**src/ppp_regs.svh**
```systemverilog
// Functional notes
// - Entry pins change within 100 ns refuses
// - Command and address persist across operations
// - Erase clears memories, then lock bits
// - Preserve fuse keeps EEPROM during erase
// - Action 10, select low loads command
// - Erase starts on write strobe, busy
// - Command 0001 0000 selects flash write
// - Action 00 loads low/high/extended address
// - Action 01 loads low or high data
// - Page latch copies data word to buffer
// - Low bits pick word, upper pick page
// - Write strobe programs flash page, busy
// - Command 0000 0000 ends write session
// - Write strobe programs EEPROM page, busy
// - Ready/busy low while operation runs
// - Drive data bus only when enabled
// - Page write busy 3.7 to 4.5 ms
// - Chip erase busy 7.5 to 9 ms
`ifndef PPP_REGS_SVH
`define PPP_REGS_SVH

// Clock period and timing in ns, entry toggle count
`define PPP_CLK_NS        40
`define PPP_ENTRY_HOLD_NS 100
`define PPP_T_PAGE_NS     3700000
`define PPP_T_ERASE_NS    7500000
`define PPP_ENTRY_TOGGLES 3'h6

// Action select codes
`define PPP_XA_ADDR 2'h0
`define PPP_XA_DATA 2'h1
`define PPP_XA_CMD  2'h2

// Byte select codes
`define PPP_BS_LO  2'h0
`define PPP_BS_HI  2'h1
`define PPP_BS_EXT 2'h2

// Command bytes
`define PPP_CMD_ERASE 8'h80
`define PPP_CMD_FLASH 8'h10
`define PPP_CMD_EEP   8'h11
`define PPP_CMD_NOOP  8'h00

`endif

```
**src/ppp_pkg.sv**
```systemverilog
package ppp_pkg;

  // Operation in progress
  typedef enum logic [1:0] {
    OP_IDLE  = 2'b00,
    OP_PAGE  = 2'b01,
    OP_ERASE = 2'b10
  } ppp_op_t;

  // Programming-mode entry state
  typedef enum logic [1:0] {
    EN_OFF  = 2'b00,
    EN_HOLD = 2'b01,
    EN_ON   = 2'b10,
    EN_FAIL = 2'b11
  } ppp_entry_t;

  // Least time in whole cycles, never below one
  function automatic int ppp_cyc_up(input int ns, input int clk_ns);
    int c;
    c = (ns + clk_ns - 1) / clk_ns;
    return (c < 1) ? 1 : c;
  endfunction : ppp_cyc_up

endpackage : ppp_pkg

```
**src/ppp_sync.sv**
```systemverilog
`timescale 1ns/1ps
`default_nettype none
module ppp_sync #(
  parameter int W = 1
) (
  input  wire logic         sys_clk,  // System clock
  input  wire logic         rst_b,    // Async reset, active low
  input  wire logic [W-1:0] async_in, // Pins from outside the domain
  output logic      [W-1:0] sync_out  // Synchronised copy
);

  logic [W-1:0] meta_q;  // First stage, read only by the second
  logic [W-1:0] sync_q;  // Second stage

  ////////////////////////////////////////////////////////////////////
  // Two-flop synchroniser
  always_ff @(posedge sys_clk or negedge rst_b)
  begin
    if (!rst_b)
    begin
      meta_q <= '0;
      sync_q <= '0;
    end
    else
    begin
      meta_q <= async_in;
      sync_q <= meta_q;
    end
  end

  assign sync_out = sync_q;

endmodule : ppp_sync
`default_nettype wire

```
**src/ppp_page_mem.sv**
```systemverilog
`timescale 1ns/1ps
`default_nettype none
module ppp_page_mem #(
  parameter int W  = 16,
  parameter int AW = 6
) (
  input  wire logic          sys_clk, // System clock
  input  wire logic          rst_b,   // Async reset, active low
  input  wire logic          we,      // Write one word
  input  wire logic [AW-1:0] waddr,   // Word within page
  input  wire logic [W-1:0]  wdata,   // Word to store
  input  wire logic [AW-1:0] raddr,   // Read index
  output logic      [W-1:0]  rdata    // Registered read data
);

  logic [W-1:0] mem [2**AW];  // Page buffer, no reset needed
  logic [W-1:0] rdata_q;      // Read register

  ////////////////////////////////////////////////////////////////////
  // Storage write
  always_ff @(posedge sys_clk)
  begin
    if (we)
      mem[waddr] <= wdata;
  end

  // Registered read keeps the output on a flop
  always_ff @(posedge sys_clk or negedge rst_b)
  begin
    if (!rst_b)
      rdata_q <= '0;
    else
      rdata_q <= mem[raddr];
  end

  assign rdata = rdata_q;

endmodule : ppp_page_mem
`default_nettype wire

```
**src/ppp_port.sv**
```systemverilog
`timescale 1ns/1ps
`default_nettype none
`include "ppp_regs.svh"
module ppp_port
  import ppp_pkg::*;
#(
  parameter int WORD_BITS   = 6,   // Flash words per page, as log2
  parameter int EE_BITS     = 2,   // EEPROM bytes per page, as log2
  parameter int PAGE_WR_CYC = ppp_cyc_up(`PPP_T_PAGE_NS, `PPP_CLK_NS),
  parameter int ERASE_CYC   = ppp_cyc_up(`PPP_T_ERASE_NS, `PPP_CLK_NS)
) (
  input  wire logic                 sys_clk,              // 25 MHz clock
  input  wire logic                 rst_b,                // Async reset
  input  wire logic                 prog_hv,              // Reset pin at high voltage
  input  wire logic                 load_strobe,          // Load pulse pin
  input  wire logic                 action_select_hi,     // Action select bit 1
  input  wire logic                 action_select_lo,     // Action select bit 0
  input  wire logic                 byte_select_one,      // Byte select 1
  input  wire logic                 byte_select_two,      // Byte select 2
  input  wire logic                 page_latch_strobe,    // Page latch pin
  input  wire logic                 write_strobe_b,       // Write pulse, low
  input  wire logic                 out_enable_b,         // Output enable, low
  input  wire logic [7:0]           data_in,              // Data bus input
  output logic      [7:0]           data_out,             // Data bus output
  output logic                      data_oe,              // Data bus drive enable
  output logic                      ready_busy_flag,      // 1 ready, 0 busy
  input  wire logic                 eeprom_preserve_fuse, // Keep EEPROM on erase
  output logic                      prog_mode,            // Programming mode on
  output logic                      entry_refused,        // Entry was refused
  output logic                      page_commit,          // Page write start pulse
  output logic                      commit_eeprom,        // Commit is EEPROM page
  output logic      [23:0]          commit_addr,          // Address at commit
  output logic                      erase_flash,          // Flash erase pulse
  output logic                      erase_eeprom,         // EEPROM erase pulse
  output logic                      clear_lock,           // Lock clear pulse
  input  wire logic [WORD_BITS-1:0] buf_rd_idx,           // Buffer read index
  output logic      [15:0]          buf_rd_data           // Buffer read data
);

  ////////////////////////////////////////////////////////////////////
  // Elaboration checks and derived constants
  localparam int HOLD_CYC = ppp_cyc_up(`PPP_ENTRY_HOLD_NS, `PPP_CLK_NS);
  localparam int MAX_CYC  = (ERASE_CYC > PAGE_WR_CYC) ? ERASE_CYC : PAGE_WR_CYC;
  localparam int TW       = $clog2(MAX_CYC + 1);

  if (WORD_BITS < 1 || WORD_BITS > 8 || EE_BITS < 1 || EE_BITS > WORD_BITS)
  begin : g_bad_page
    $error("ppp_port: page size not supported");
  end
  if (PAGE_WR_CYC < 1 || ERASE_CYC < 1)
  begin : g_bad_time
    $error("ppp_port: busy times must be positive");
  end

  // True for commands that the write strobe acts on
  function automatic logic is_write_cmd(input logic [7:0] c);
    return (c == `PPP_CMD_ERASE) || (c == `PPP_CMD_FLASH) || (c == `PPP_CMD_EEP);
  endfunction : is_write_cmd

  ////////////////////////////////////////////////////////////////////
  // Pin synchronisation; all pins share one latency so data and
  // strobes stay aligned as they were on the pins
  logic [16:0] pins_s;  // Synchronised pins
  ppp_sync #(.W(17)) u_sync (
    .sys_clk  (sys_clk),
    .rst_b    (rst_b),
    .async_in ({prog_hv, load_strobe, action_select_hi, action_select_lo,
                byte_select_one, byte_select_two, page_latch_strobe,
                write_strobe_b, out_enable_b, data_in}),
    .sync_out (pins_s)
  );

  wire       hv_s  = pins_s[16];               // High voltage present
  wire       ls_s  = pins_s[15];               // Load strobe
  wire [1:0] xa_s  = pins_s[14:13];            // Action select
  wire       bs1_s = pins_s[12];               // Byte select 1
  wire [1:0] bs_s  = {pins_s[11], pins_s[12]}; // Byte select pair
  wire       pl_s  = pins_s[10];               // Page latch
  wire       wr_s  = pins_s[9];                // Write strobe, low
  wire       oe_s  = pins_s[8];                // Output enable, low
  wire [7:0] din_s = pins_s[7:0];              // Data bus
  wire [3:0] sel_s = {pl_s, xa_s, bs1_s};      // Entry-select pins

  ////////////////////////////////////////////////////////////////////
  // Edge detection on synchronised strobes
  logic ls_q;  // Previous load strobe
  logic pl_q;  // Previous page latch
  logic wr_q;  // Previous write strobe
  logic hv_q;  // Previous high voltage

  always_ff @(posedge sys_clk or negedge rst_b)
  begin
    if (!rst_b)
    begin
      ls_q <= 1'b0;
      pl_q <= 1'b0;
      wr_q <= 1'b0;
      hv_q <= 1'b0;
    end
    else
    begin
      ls_q <= ls_s;
      pl_q <= pl_s;
      wr_q <= wr_s;
      hv_q <= hv_s;
    end
  end

  wire ls_rise = ls_s & ~ls_q;
  wire pl_rise = pl_s & ~pl_q;
  wire wr_fall = ~wr_s & wr_q;
  wire hv_rise = hv_s & ~hv_q;

  ////////////////////////////////////////////////////////////////////
  // Programming-mode entry
  ppp_entry_t en_q;    // Entry state
  ppp_entry_t en_d;
  logic [2:0] tog_q;   // Load strobe toggles seen while in reset
  logic [3:0] sel_q;   // Entry pins captured at voltage rise
  logic [7:0] hold_q;  // Cycles left in the quiet window

  wire tog_ok   = (tog_q >= `PPP_ENTRY_TOGGLES);
  wire sel_ok   = (sel_s == 4'h0);
  wire sel_move = (sel_s != sel_q);
  wire prog_on  = (en_q == EN_ON);

  // Next entry state; voltage loss always drops back to off
  always_comb
  begin
    en_d = en_q;
    case (en_q)
      EN_OFF:  if (hv_rise) en_d = (tog_ok && sel_ok) ? EN_HOLD : EN_FAIL;
      EN_HOLD: if (sel_move) en_d = EN_FAIL;
               else if (hold_q == 8'h0) en_d = EN_ON;
      EN_ON:   en_d = EN_ON;
      EN_FAIL: en_d = EN_FAIL;
      default: en_d = EN_OFF;
    endcase
    if (!hv_s)
      en_d = EN_OFF;
  end

  // Toggle count saturates; only counted while the reset pin is low
  always_ff @(posedge sys_clk or negedge rst_b)
  begin
    if (!rst_b)
    begin
      en_q   <= EN_OFF;
      tog_q  <= 3'h0;
      sel_q  <= 4'h0;
      hold_q <= 8'h0;
    end
    else
    begin
      en_q <= en_d;
      if (hv_s)
        tog_q <= tog_q;
      else if (ls_rise && !tog_ok)
        tog_q <= tog_q + 3'h1;
      if (hv_rise)
      begin
        sel_q  <= sel_s;
        hold_q <= 8'(HOLD_CYC - 1);
      end
      else if (en_q == EN_HOLD && hold_q != 8'h0)
        hold_q <= hold_q - 8'h1;
      if (en_d == EN_OFF && hv_q && !hv_s)
        tog_q <= 3'h0;
    end
  end

  ////////////////////////////////////////////////////////////////////
  // Command, address and data loading
  ppp_op_t     op_q;     // Operation in progress
  logic        rdy_q;    // Ready flag
  logic [7:0]  cmd_q;    // Last command byte
  logic [23:0] addr_q;   // Extended, high, low address
  logic [7:0]  dlo_q;    // Data low latch
  logic [7:0]  dhi_q;    // Data high latch

  // Loads are refused while busy so the running job sees stable state
  wire ld_ok   = prog_on & ls_rise & rdy_q;
  wire ld_cmd  = ld_ok & (xa_s == `PPP_XA_CMD) & ~bs1_s;
  wire ld_addr = ld_ok & (xa_s == `PPP_XA_ADDR);
  wire ld_data = ld_ok & (xa_s == `PPP_XA_DATA);

  // Registers hold until reloaded; one command serves many words
  always_ff @(posedge sys_clk or negedge rst_b)
  begin
    if (!rst_b)
    begin
      cmd_q  <= `PPP_CMD_NOOP;
      addr_q <= 24'h0;
      dlo_q  <= 8'h0;
      dhi_q  <= 8'h0;
    end
    else
    begin
      if (ld_cmd)
        cmd_q <= din_s;
      if (ld_addr && bs_s == `PPP_BS_LO)
        addr_q[7:0] <= din_s;
      if (ld_addr && bs_s == `PPP_BS_HI)
        addr_q[15:8] <= din_s;
      if (ld_addr && bs_s == `PPP_BS_EXT)
        addr_q[23:16] <= din_s;
      if (ld_data && !bs1_s)
        dlo_q <= din_s;
      if (ld_data && bs1_s)
        dhi_q <= din_s;
    end
  end

  ////////////////////////////////////////////////////////////////////
  // Page buffer
  wire is_flash = (cmd_q == `PPP_CMD_FLASH);
  wire is_eep   = (cmd_q == `PPP_CMD_EEP);
  wire is_erase = (cmd_q == `PPP_CMD_ERASE);

  // Word within page; EEPROM pages use fewer low address bits
  wire [WORD_BITS-1:0] widx = is_eep ?
    WORD_BITS'(addr_q[EE_BITS-1:0]) : addr_q[WORD_BITS-1:0];
  wire [15:0] wword = is_eep ? {8'h0, dlo_q} : {dhi_q, dlo_q};
  wire        buf_we = prog_on & pl_rise & bs1_s & rdy_q
                     & (is_flash | is_eep);

  ppp_page_mem #(.W(16), .AW(WORD_BITS)) u_mem (
    .sys_clk (sys_clk),
    .rst_b   (rst_b),
    .we      (buf_we),
    .waddr   (widx),
    .wdata   (wword),
    .raddr   (buf_rd_idx),
    .rdata   (buf_rd_data)
  );

  ////////////////////////////////////////////////////////////////////
  // Write strobe: erase or page program, with busy timing
  logic [TW-1:0] tmr_q;    // Busy cycles left
  logic          pc_q;     // Page commit pulse
  logic          pce_q;    // Commit is EEPROM
  logic [23:0]   pca_q;    // Commit address
  logic          efl_q;    // Flash erase pulse
  logic          eep_q;    // EEPROM erase pulse
  logic          clk_q;    // Lock clear pulse

  // A no-op command leaves no write command, so the strobe is inert
  wire wr_go    = prog_on & wr_fall & rdy_q & (bs_s == `PPP_BS_LO)
                & is_write_cmd(cmd_q);
  wire tmr_done = (tmr_q == '0);

  always_ff @(posedge sys_clk or negedge rst_b)
  begin
    if (!rst_b)
    begin
      op_q  <= OP_IDLE;
      rdy_q <= 1'b1;
      tmr_q <= '0;
      pc_q  <= 1'b0;
      pce_q <= 1'b0;
      pca_q <= 24'h0;
      efl_q <= 1'b0;
      eep_q <= 1'b0;
      clk_q <= 1'b0;
    end
    else
    begin
      pc_q  <= 1'b0;
      efl_q <= 1'b0;
      eep_q <= 1'b0;
      clk_q <= 1'b0;
      if (wr_go && is_erase)
      begin
        op_q  <= OP_ERASE;
        rdy_q <= 1'b0;
        tmr_q <= TW'(ERASE_CYC - 1);
        efl_q <= 1'b1;
        eep_q <= ~eeprom_preserve_fuse;
      end
      else if (wr_go)
      begin
        op_q  <= OP_PAGE;
        rdy_q <= 1'b0;
        tmr_q <= TW'(PAGE_WR_CYC - 1);
        pc_q  <= 1'b1;
        pce_q <= is_eep;
        pca_q <= addr_q;
      end
      else if (!rdy_q && tmr_done)
      begin
        op_q  <= OP_IDLE;
        rdy_q <= 1'b1;
        clk_q <= (op_q == OP_ERASE);
      end
      else if (!rdy_q)
        tmr_q <= tmr_q - TW'(1);
    end
  end

  ////////////////////////////////////////////////////////////////////
  // Data bus drive: echoes the selected data latch
  logic       oe_q;   // Bus drive enable
  logic [7:0] dout_q; // Bus output byte

  always_ff @(posedge sys_clk or negedge rst_b)
  begin
    if (!rst_b)
    begin
      oe_q   <= 1'b0;
      dout_q <= 8'h0;
    end
    else
    begin
      oe_q   <= prog_on & ~oe_s;
      dout_q <= bs1_s ? dhi_q : dlo_q;
    end
  end

  assign data_out        = dout_q;
  assign data_oe         = oe_q;
  assign ready_busy_flag = rdy_q;
  assign page_commit     = pc_q;
  assign commit_eeprom   = pce_q;
  assign commit_addr     = pca_q;
  assign erase_flash     = efl_q;
  assign erase_eeprom    = eep_q;
  assign clear_lock      = clk_q;

  // Mode flags registered from the entry state
  logic pm_q;  // Mode on
  logic rf_q;  // Entry refused
  always_ff @(posedge sys_clk or negedge rst_b)
  begin
    if (!rst_b)
    begin
      pm_q <= 1'b0;
      rf_q <= 1'b0;
    end
    else
    begin
      pm_q <= (en_d == EN_ON);
      rf_q <= (en_d == EN_FAIL);
    end
  end
  assign prog_mode     = pm_q;
  assign entry_refused = rf_q;

  ////////////////////////////////////////////////////////////////////
  // Checks
  logic [TW:0] len_q;  // Busy length seen so far
  always_ff @(posedge sys_clk or negedge rst_b)
  begin
    if (!rst_b)
      len_q <= '0;
    else
      len_q <= rdy_q ? '0 : len_q + (TW+1)'(1);
  end
endmodule : ppp_port
`default_nettype wire

```
**config.mk**
```make
export PLATFORM = sky130hd
export DESIGN_NAME = ppp_port
export DESIGN_NICKNAME = d
export VERILOG_FILES = /design/src/ppp_pkg.sv /design/src/ppp_sync.sv /design/src/ppp_page_mem.sv /design/src/ppp_port.sv
export VERILOG_INCLUDE_DIRS = /design/src
export SDC_FILE = /design/constraint.sdc
export NUM_CORES = 1
export LEC_CHECK = 0
export BUFFER_PORTS_ARGS = -buffer_cell sky130_fd_sc_hd__buf_2
export CORE_ASPECT_RATIO = 1.1
export CORE_MARGIN = 1.5
export CORE_UTILIZATION = 60
export DETAILED_ROUTE_END_ITERATION = 8
export PLACE_DENSITY = 0.77
export RECOVER_POWER = 50
export SLEW_MARGIN = 20
export SYNTH_ARGS = -nofsm -noshare
export SYNTH_HDL_FRONTEND = slang
export SYNTH_HIERARCHICAL = 1
export SYNTH_SLANG_ARGS = --single-unit
export TNS_END_PERCENT = 30
```
**constraint.sdc**
```tcl
create_clock -name sys_clk -period 9.2 [get_ports sys_clk]
set_input_delay 1.38 -clock sys_clk [delete_from_list [all_inputs] [get_ports sys_clk]]
set_output_delay 1.38 -clock sys_clk [all_outputs]
set_load 0.05 [all_outputs]
```
* Word-level counts from Yosys, hierarchy flattened *
Memories as Yosys holds them, arrays and structs flattened. A register that Yosys moved wholly into a read port is not among the register bits.
Cells that the tools add are included.

operators by class
  add/subtract/negate cells = 3
  $lt $le $gt $ge = 1
  equal/unequal tests = 17
  muxes and demuxes = 33
  bitwise gates (word level) = 28
  reduce and logical (&&, ||, !) cells = 33

operator list
  kind                                                                   number
  18-bit 2-to-1 mux                                                      4
  8-bit 2-to-1 mux                                                       3
  1-bit bitwise AND                                                      19
  18-bit zero test                                                       1
  18-bit by 1-bit subtractor with 18-bit output, second input constant   1
  8-bit by 5-bit equality test with 1-bit output, second input constant  2
  16-bit 2-to-1 mux                                                      1
  2-bit 2-to-1 mux                                                       8
  2-bit equality test, second input constant                             7
  1-bit logical AND                                                      12
  1-bit 2-to-1 mux                                                       12
  3-bit 2-to-1 mux                                                       3
  8-bit equality test, second input constant                             1
  2-bit zero test                                                        4
  8-bit zero test                                                        1
  1-bit NOT                                                              8
  2-bit case mux with 4 select lines                                     1
  8-bit nonzero test                                                     1
  8-bit by 1-bit subtractor with 8-bit output, second input constant     1
  2-bit by 1-bit equality test with 1-bit output, second input constant  3
  6-bit 2-to-1 mux                                                       1
  2-bit AND reduction                                                    3
  1-bit zero test                                                        5
  4-bit zero test                                                        1
  other kinds (10)                                                       12

word-level totals
  register bits = 164
  bits in writable memories = 1,024
  input port bits = 26
  output and inout port bits = 57
  logic and storage cells = 145
  memories = 1

memory list
  name       depth  width  rd ports  clocked after Yosys merged registers in  wr ports  RTL line            source
  u_mem.mem  64     16     1         1                                        1         ppp_page_mem.sv:16  logic [W-1:0] mem [2**AW];

* Depth between registers and ports, before layout *
  word-level depth = 11
  mapped depth = 11
  depth with buffers taken out = 8

* Modules after synthesis *
The synthesis kept the hierarchy.

modules (own cells, without submodules)
  module        instances  cells an instance  area each (um2)  sequential area each (um2)
  ppp_page_mem  1          1,830              40,106.0         31,149.9
  ppp_port      1          493                5,569.1          3,254.4
  ppp_sync      1          34                 850.8            850.8

* Least setup slack after synthesis *
Ideal clock, no wire load.

  path type = flip-flop to flip-flop
  from = reg cmd_q[5]
  to = mem u_mem.mem[48][0] (enable)
  library setup time = 0.409 ns
  data arrival time = 3.370 ns
  required time = 8.791 ns
  slack = 5.421 ns
  stages on the path, launching flop included = 10
  buffers on the path = 3
  clock period less this slack = 3.779 ns
  path through = dfrtp_1 > or4b_2 > clkbuf_1 > nor2_1 > nand2_1 > clkbuf_1 > and2_1 > clkbuf_1 > or3_1 > nor3_1

on the way
  elaborated cells between the ends (all ways) = 7
  classes of those cells = eq/ne: 2; mux: 3; bitwise: 2

RTL lines
  what                                                             RTL line            source
  from (decl)                                                      ppp_port.sv:176     logic [7:0] cmd_q;
  from (signal assigned)                                           ppp_port.sv:192     cmd_q <= `PPP_CMD_NOOP;
  from (signal assigned)                                           ppp_port.sv:200     cmd_q <= din_s;
  8-bit by 5-bit equality test with 1-bit output (no source line)  n/a
  6-bit 2-to-1 mux                                                 ppp_port.sv:221     wire [WORD_BITS-1:0] widx = is_eep ?
  net widx[3]                                                      ppp_port.sv:221
  to (decl)                                                        ppp_page_mem.sv:16

The timed path passes the listed nets, and every way through them passes these cells.

==> key figures <==
Status
  • Run status: complete, but fails checks
  • Failing checks: max-capacitance violations, max-slew violations

Timing
  • Worst clock skew: 0.0197 ns
  • Fmax: 193 MHz
  • Final setup TNS: 0 ns
  • Pin slew with the least headroom to its limit: 4.11 ns
  • Final setup margin: 4.01 ns
  • Final hold vios: 0
  • Fin crit period: 5.19 ns
  • Unrepaired setup endpoints after global routing: false
  • Final Slew Violations: 982
  • Final Setup Violations: 0
  • Period utilization: 0.564
  • Hold WS: 0.348 ns
  • Max transition margin: -1.74

Setup path
  • RR Endpoint: u_mem/mem[28][9]
  • Worst Setup End Kind: asynchronous set/reset pin
  • Max stage delay on crit path: 2.94 ns
  • CP top delay family: buffers and inverters
  • Critical path depth in cells: 2
  • CP Buf/Inv Count: 2
  • CP max-delay cell: clkbuf_1
  • Crit path launch: rst_b
  • Worst R2R Start: cmd_q[4]
  • R2R Setup Slk: 4.69 ns
  • Worst path cell trace: clkbuf_8 -> clkbuf_1
  • CP Max Fanout: 102
  • Worst path arrival time: 5.00 ns
  • WS Path Type: input port to asynchronous set/reset pin
  • Critical Path End: tmr_q[5]
  • Worst setup SP type: input port
  • Critical Path RT: 9.02 ns
  • Worst reg2reg path depth: 5

CTS
  • Hold_buf cts: 0
  • Setup bufs post-CTS: 0
  • PostCTS Resize Cnt: 0
  • Maximum clock insertion buffer count: 3
  • Clock Latency Late Sink: 0.67 ns
  • CTS sink cnt: 1204
  • Clock-pin transition on the worst setup and hold timing paths: 0.06 ns
  • TritonCTS clock tree: yes
  • TritonCTS buffer count: 112
  • CTS root buf: clkbuf_16
  • CTS H-tree depth: 3

Logic synthesis
  • Synthesized area: 0.0465 mm2
  • Post-Synthesis Cells: 2357
  • Avg Inst Size Synth: 19.7 um2
  • Synth Warn #: 6
  • Synth async-reset ratio: 0.150
  • Main flop type after synthesis: edfxtp_1
  • Synth cell types: 69
  • Post-synth EDFFs: 1024
  • Yosys reg bits: 1204
  • Sequential share of the synthesized area: 0.758
  • Syn nets: 2388

Detailed routing
  • DR DRC count: 0
  • DR WL/cell: 30.0 um
  • Via density per instance: 6.50
  • Pre-antenna DRT Iters: 6
  • Drt initial violations: 3039
  • Final ANT Viol Nets: 0
  • Total Wirelength: 109 mm
  • Via count: 23600

Power
  • Leakage power: 17.6 nW
  • Peak VDD IR: 0.000182 V
  • Design Power: 12.0 mW
  • P per Cell Area: 232 mW/mm2

Placement
  • Buffers on Ports: 82
  • Gpl congestion: 0.939
  • Placed cell areas: 0.0481 mm2
  • Detailed placer's ending HPWL: 62.7 mm
  • Pre-CTS setup slack: 4.63 ns

Global routing
  • First-pass GRT wire length: 161 mm
  • Gr ovfl total: 0
  • Initial antenna violation count: 0
  • Tot GR Track Use: 0.282
  • Vias in the first global route: 24300
  • Largest net degree at the start of global routing: 113

Final layout
  • Post-Layout Inst Area: 0.0517 mm2
  • Fillcell total: 4737
  • Layout area overhead: 11.2%
  • Fin nets: 2541
  • Share of cells above drive strength 1: 0.229

Floorplan
  • Die W: 269 um
  • Boundary Pins: 83
  • FP Rows: 106
  • Die ar.: 0.0792 mm2
  • DIE HEIGHT: 295 um
  • Placeable Area: 0.0764 mm2
  • Initial Util: 0.609

Min path
  • Hold WC Path Type: flop to flop

Flow run
  • Max cap viols: 16
==> layout make-up <==
cell class / instances / area [um2] / area share
diodes: 1 / 2.50 / 0.0000484
clock buffers: 140 / 2970 / 0.0574
clock inverters: 69 / 712 / 0.0138
inverters: 12 / 45.0 / 0.000871
multi-input cells: 1018 / 10500 / 0.203
flip-flops and latches: 1204 / 35300 / 0.682
well taps: 1026 / 1280 / 0.0248
repair buffers: 162 / 947 / 0.0183
==> placed cells by master, fill, tap and decap left out, types with 14 or more instances in the layout <==
cell type / instances
edfxtp_1: 1024
mux4_2: 215
dfrtp_1: 175
nand2_1: 159
clkbuf_16: 115
clkbuf_1: 91
nor2_1: 86
mux2i_1: 85
mux2_2: 81
buf_4: 62
a22oi_1: 39
nand3_1: 33
nor2b_1: 32
buf_2: 28
a21oi_1: 25
clkinv_1: 24
clkinv_2: 20
a221oi_1: 16
nand4_1: 15
o21ai_0: 14
bufinv_16: 14
==> cell usage after synthesis, types with 25 or more instances <==
cell type	count	area share
mux2_2	83	0.020
dfrtp_1	179	0.096
nor2_1	101	0.0081
mux4_2	215	0.10
clkbuf_1	40	0.0032
nor2b_1	32	0.0043
buf_2	44	0.0047
a22oi_1	39	0.0063
edfxtp_1	1024	0.66
nand2_1	159	0.013
mux2i_1	85	0.018
nand3_1	33	0.0035
a21oi_1	25	0.0027
==> routing by layer <==
metal | wire length [um] | track usage
met5 | 0 | 0
met4 | 5590 | 0.136
met3 | 9280 | 0.0501
met2 | 54300 | 0.459
met1 | 39700 | 0.373
==> state kept, by name (all words and copies together) (netlist names), 3 cells and up <==
signal,cells
cmd_q,8
u_sync/meta_q,17
dhi_q,8
dlo_q,8
sel_q,4
tog_q,3
u_sync/sync_out,17
u_mem/rdata,16
commit_addr,24
tmr_q,18
data_out,8
u_mem/mem,1024
hold_q,8
addr_q,24
==> worst min-delay path by stage <==
stage | start | slack, ns | cells past startpoint | endpoint
final | u_sync/meta_q[7] | 0.35 | 0 | u_sync/sync_out[7]
after floorplan | u_sync/meta_q[0] | 0.33 | 0 | u_sync/sync_out[0]
after global routing | u_sync/meta_q[3] | 0.36 | 0 | u_sync/sync_out[3]
after detailed placement | u_sync/meta_q[15] | 0.34 | 0 | u_sync/sync_out[15]
after CTS | u_sync/meta_q[15] | 0.35 | 0 | u_sync/sync_out[15]
after global placement | u_sync/meta_q[15] | 0.34 | 0 | u_sync/sync_out[15]
==> through the flow <==
step | utilization | std cells
CTS | 0.678 | 3631
floorplan | - | 2357
global route | 0.677 | 3631
global placement | 0.630 | 3422
finish | 0.677 | 3632
detailed placement | 0.630 | 3422
==> report_power, final <==
group          internal (mW)  total (mW)  switching [mW]
sequential              6.23        6.35           0.111
clock                   2.68        4.63            1.95
combinational          0.280        1.00           0.720
==> cell families (layout without fill, tap and decap cells) <==
family	Yosys count	count (layout)	synth area share
flops	1204	1204	0.758
simple gates	425	425	0.0436
mux	392	392	0.148
compound gates	178	178	0.0282
buf+inv	135	383	0.0182
xor+xnor	18	18	0.00339
fa+ha+maj	5	5	0.00134
other cells	0	1	0
No activity file was read; power rests on OpenSTA's default activity.
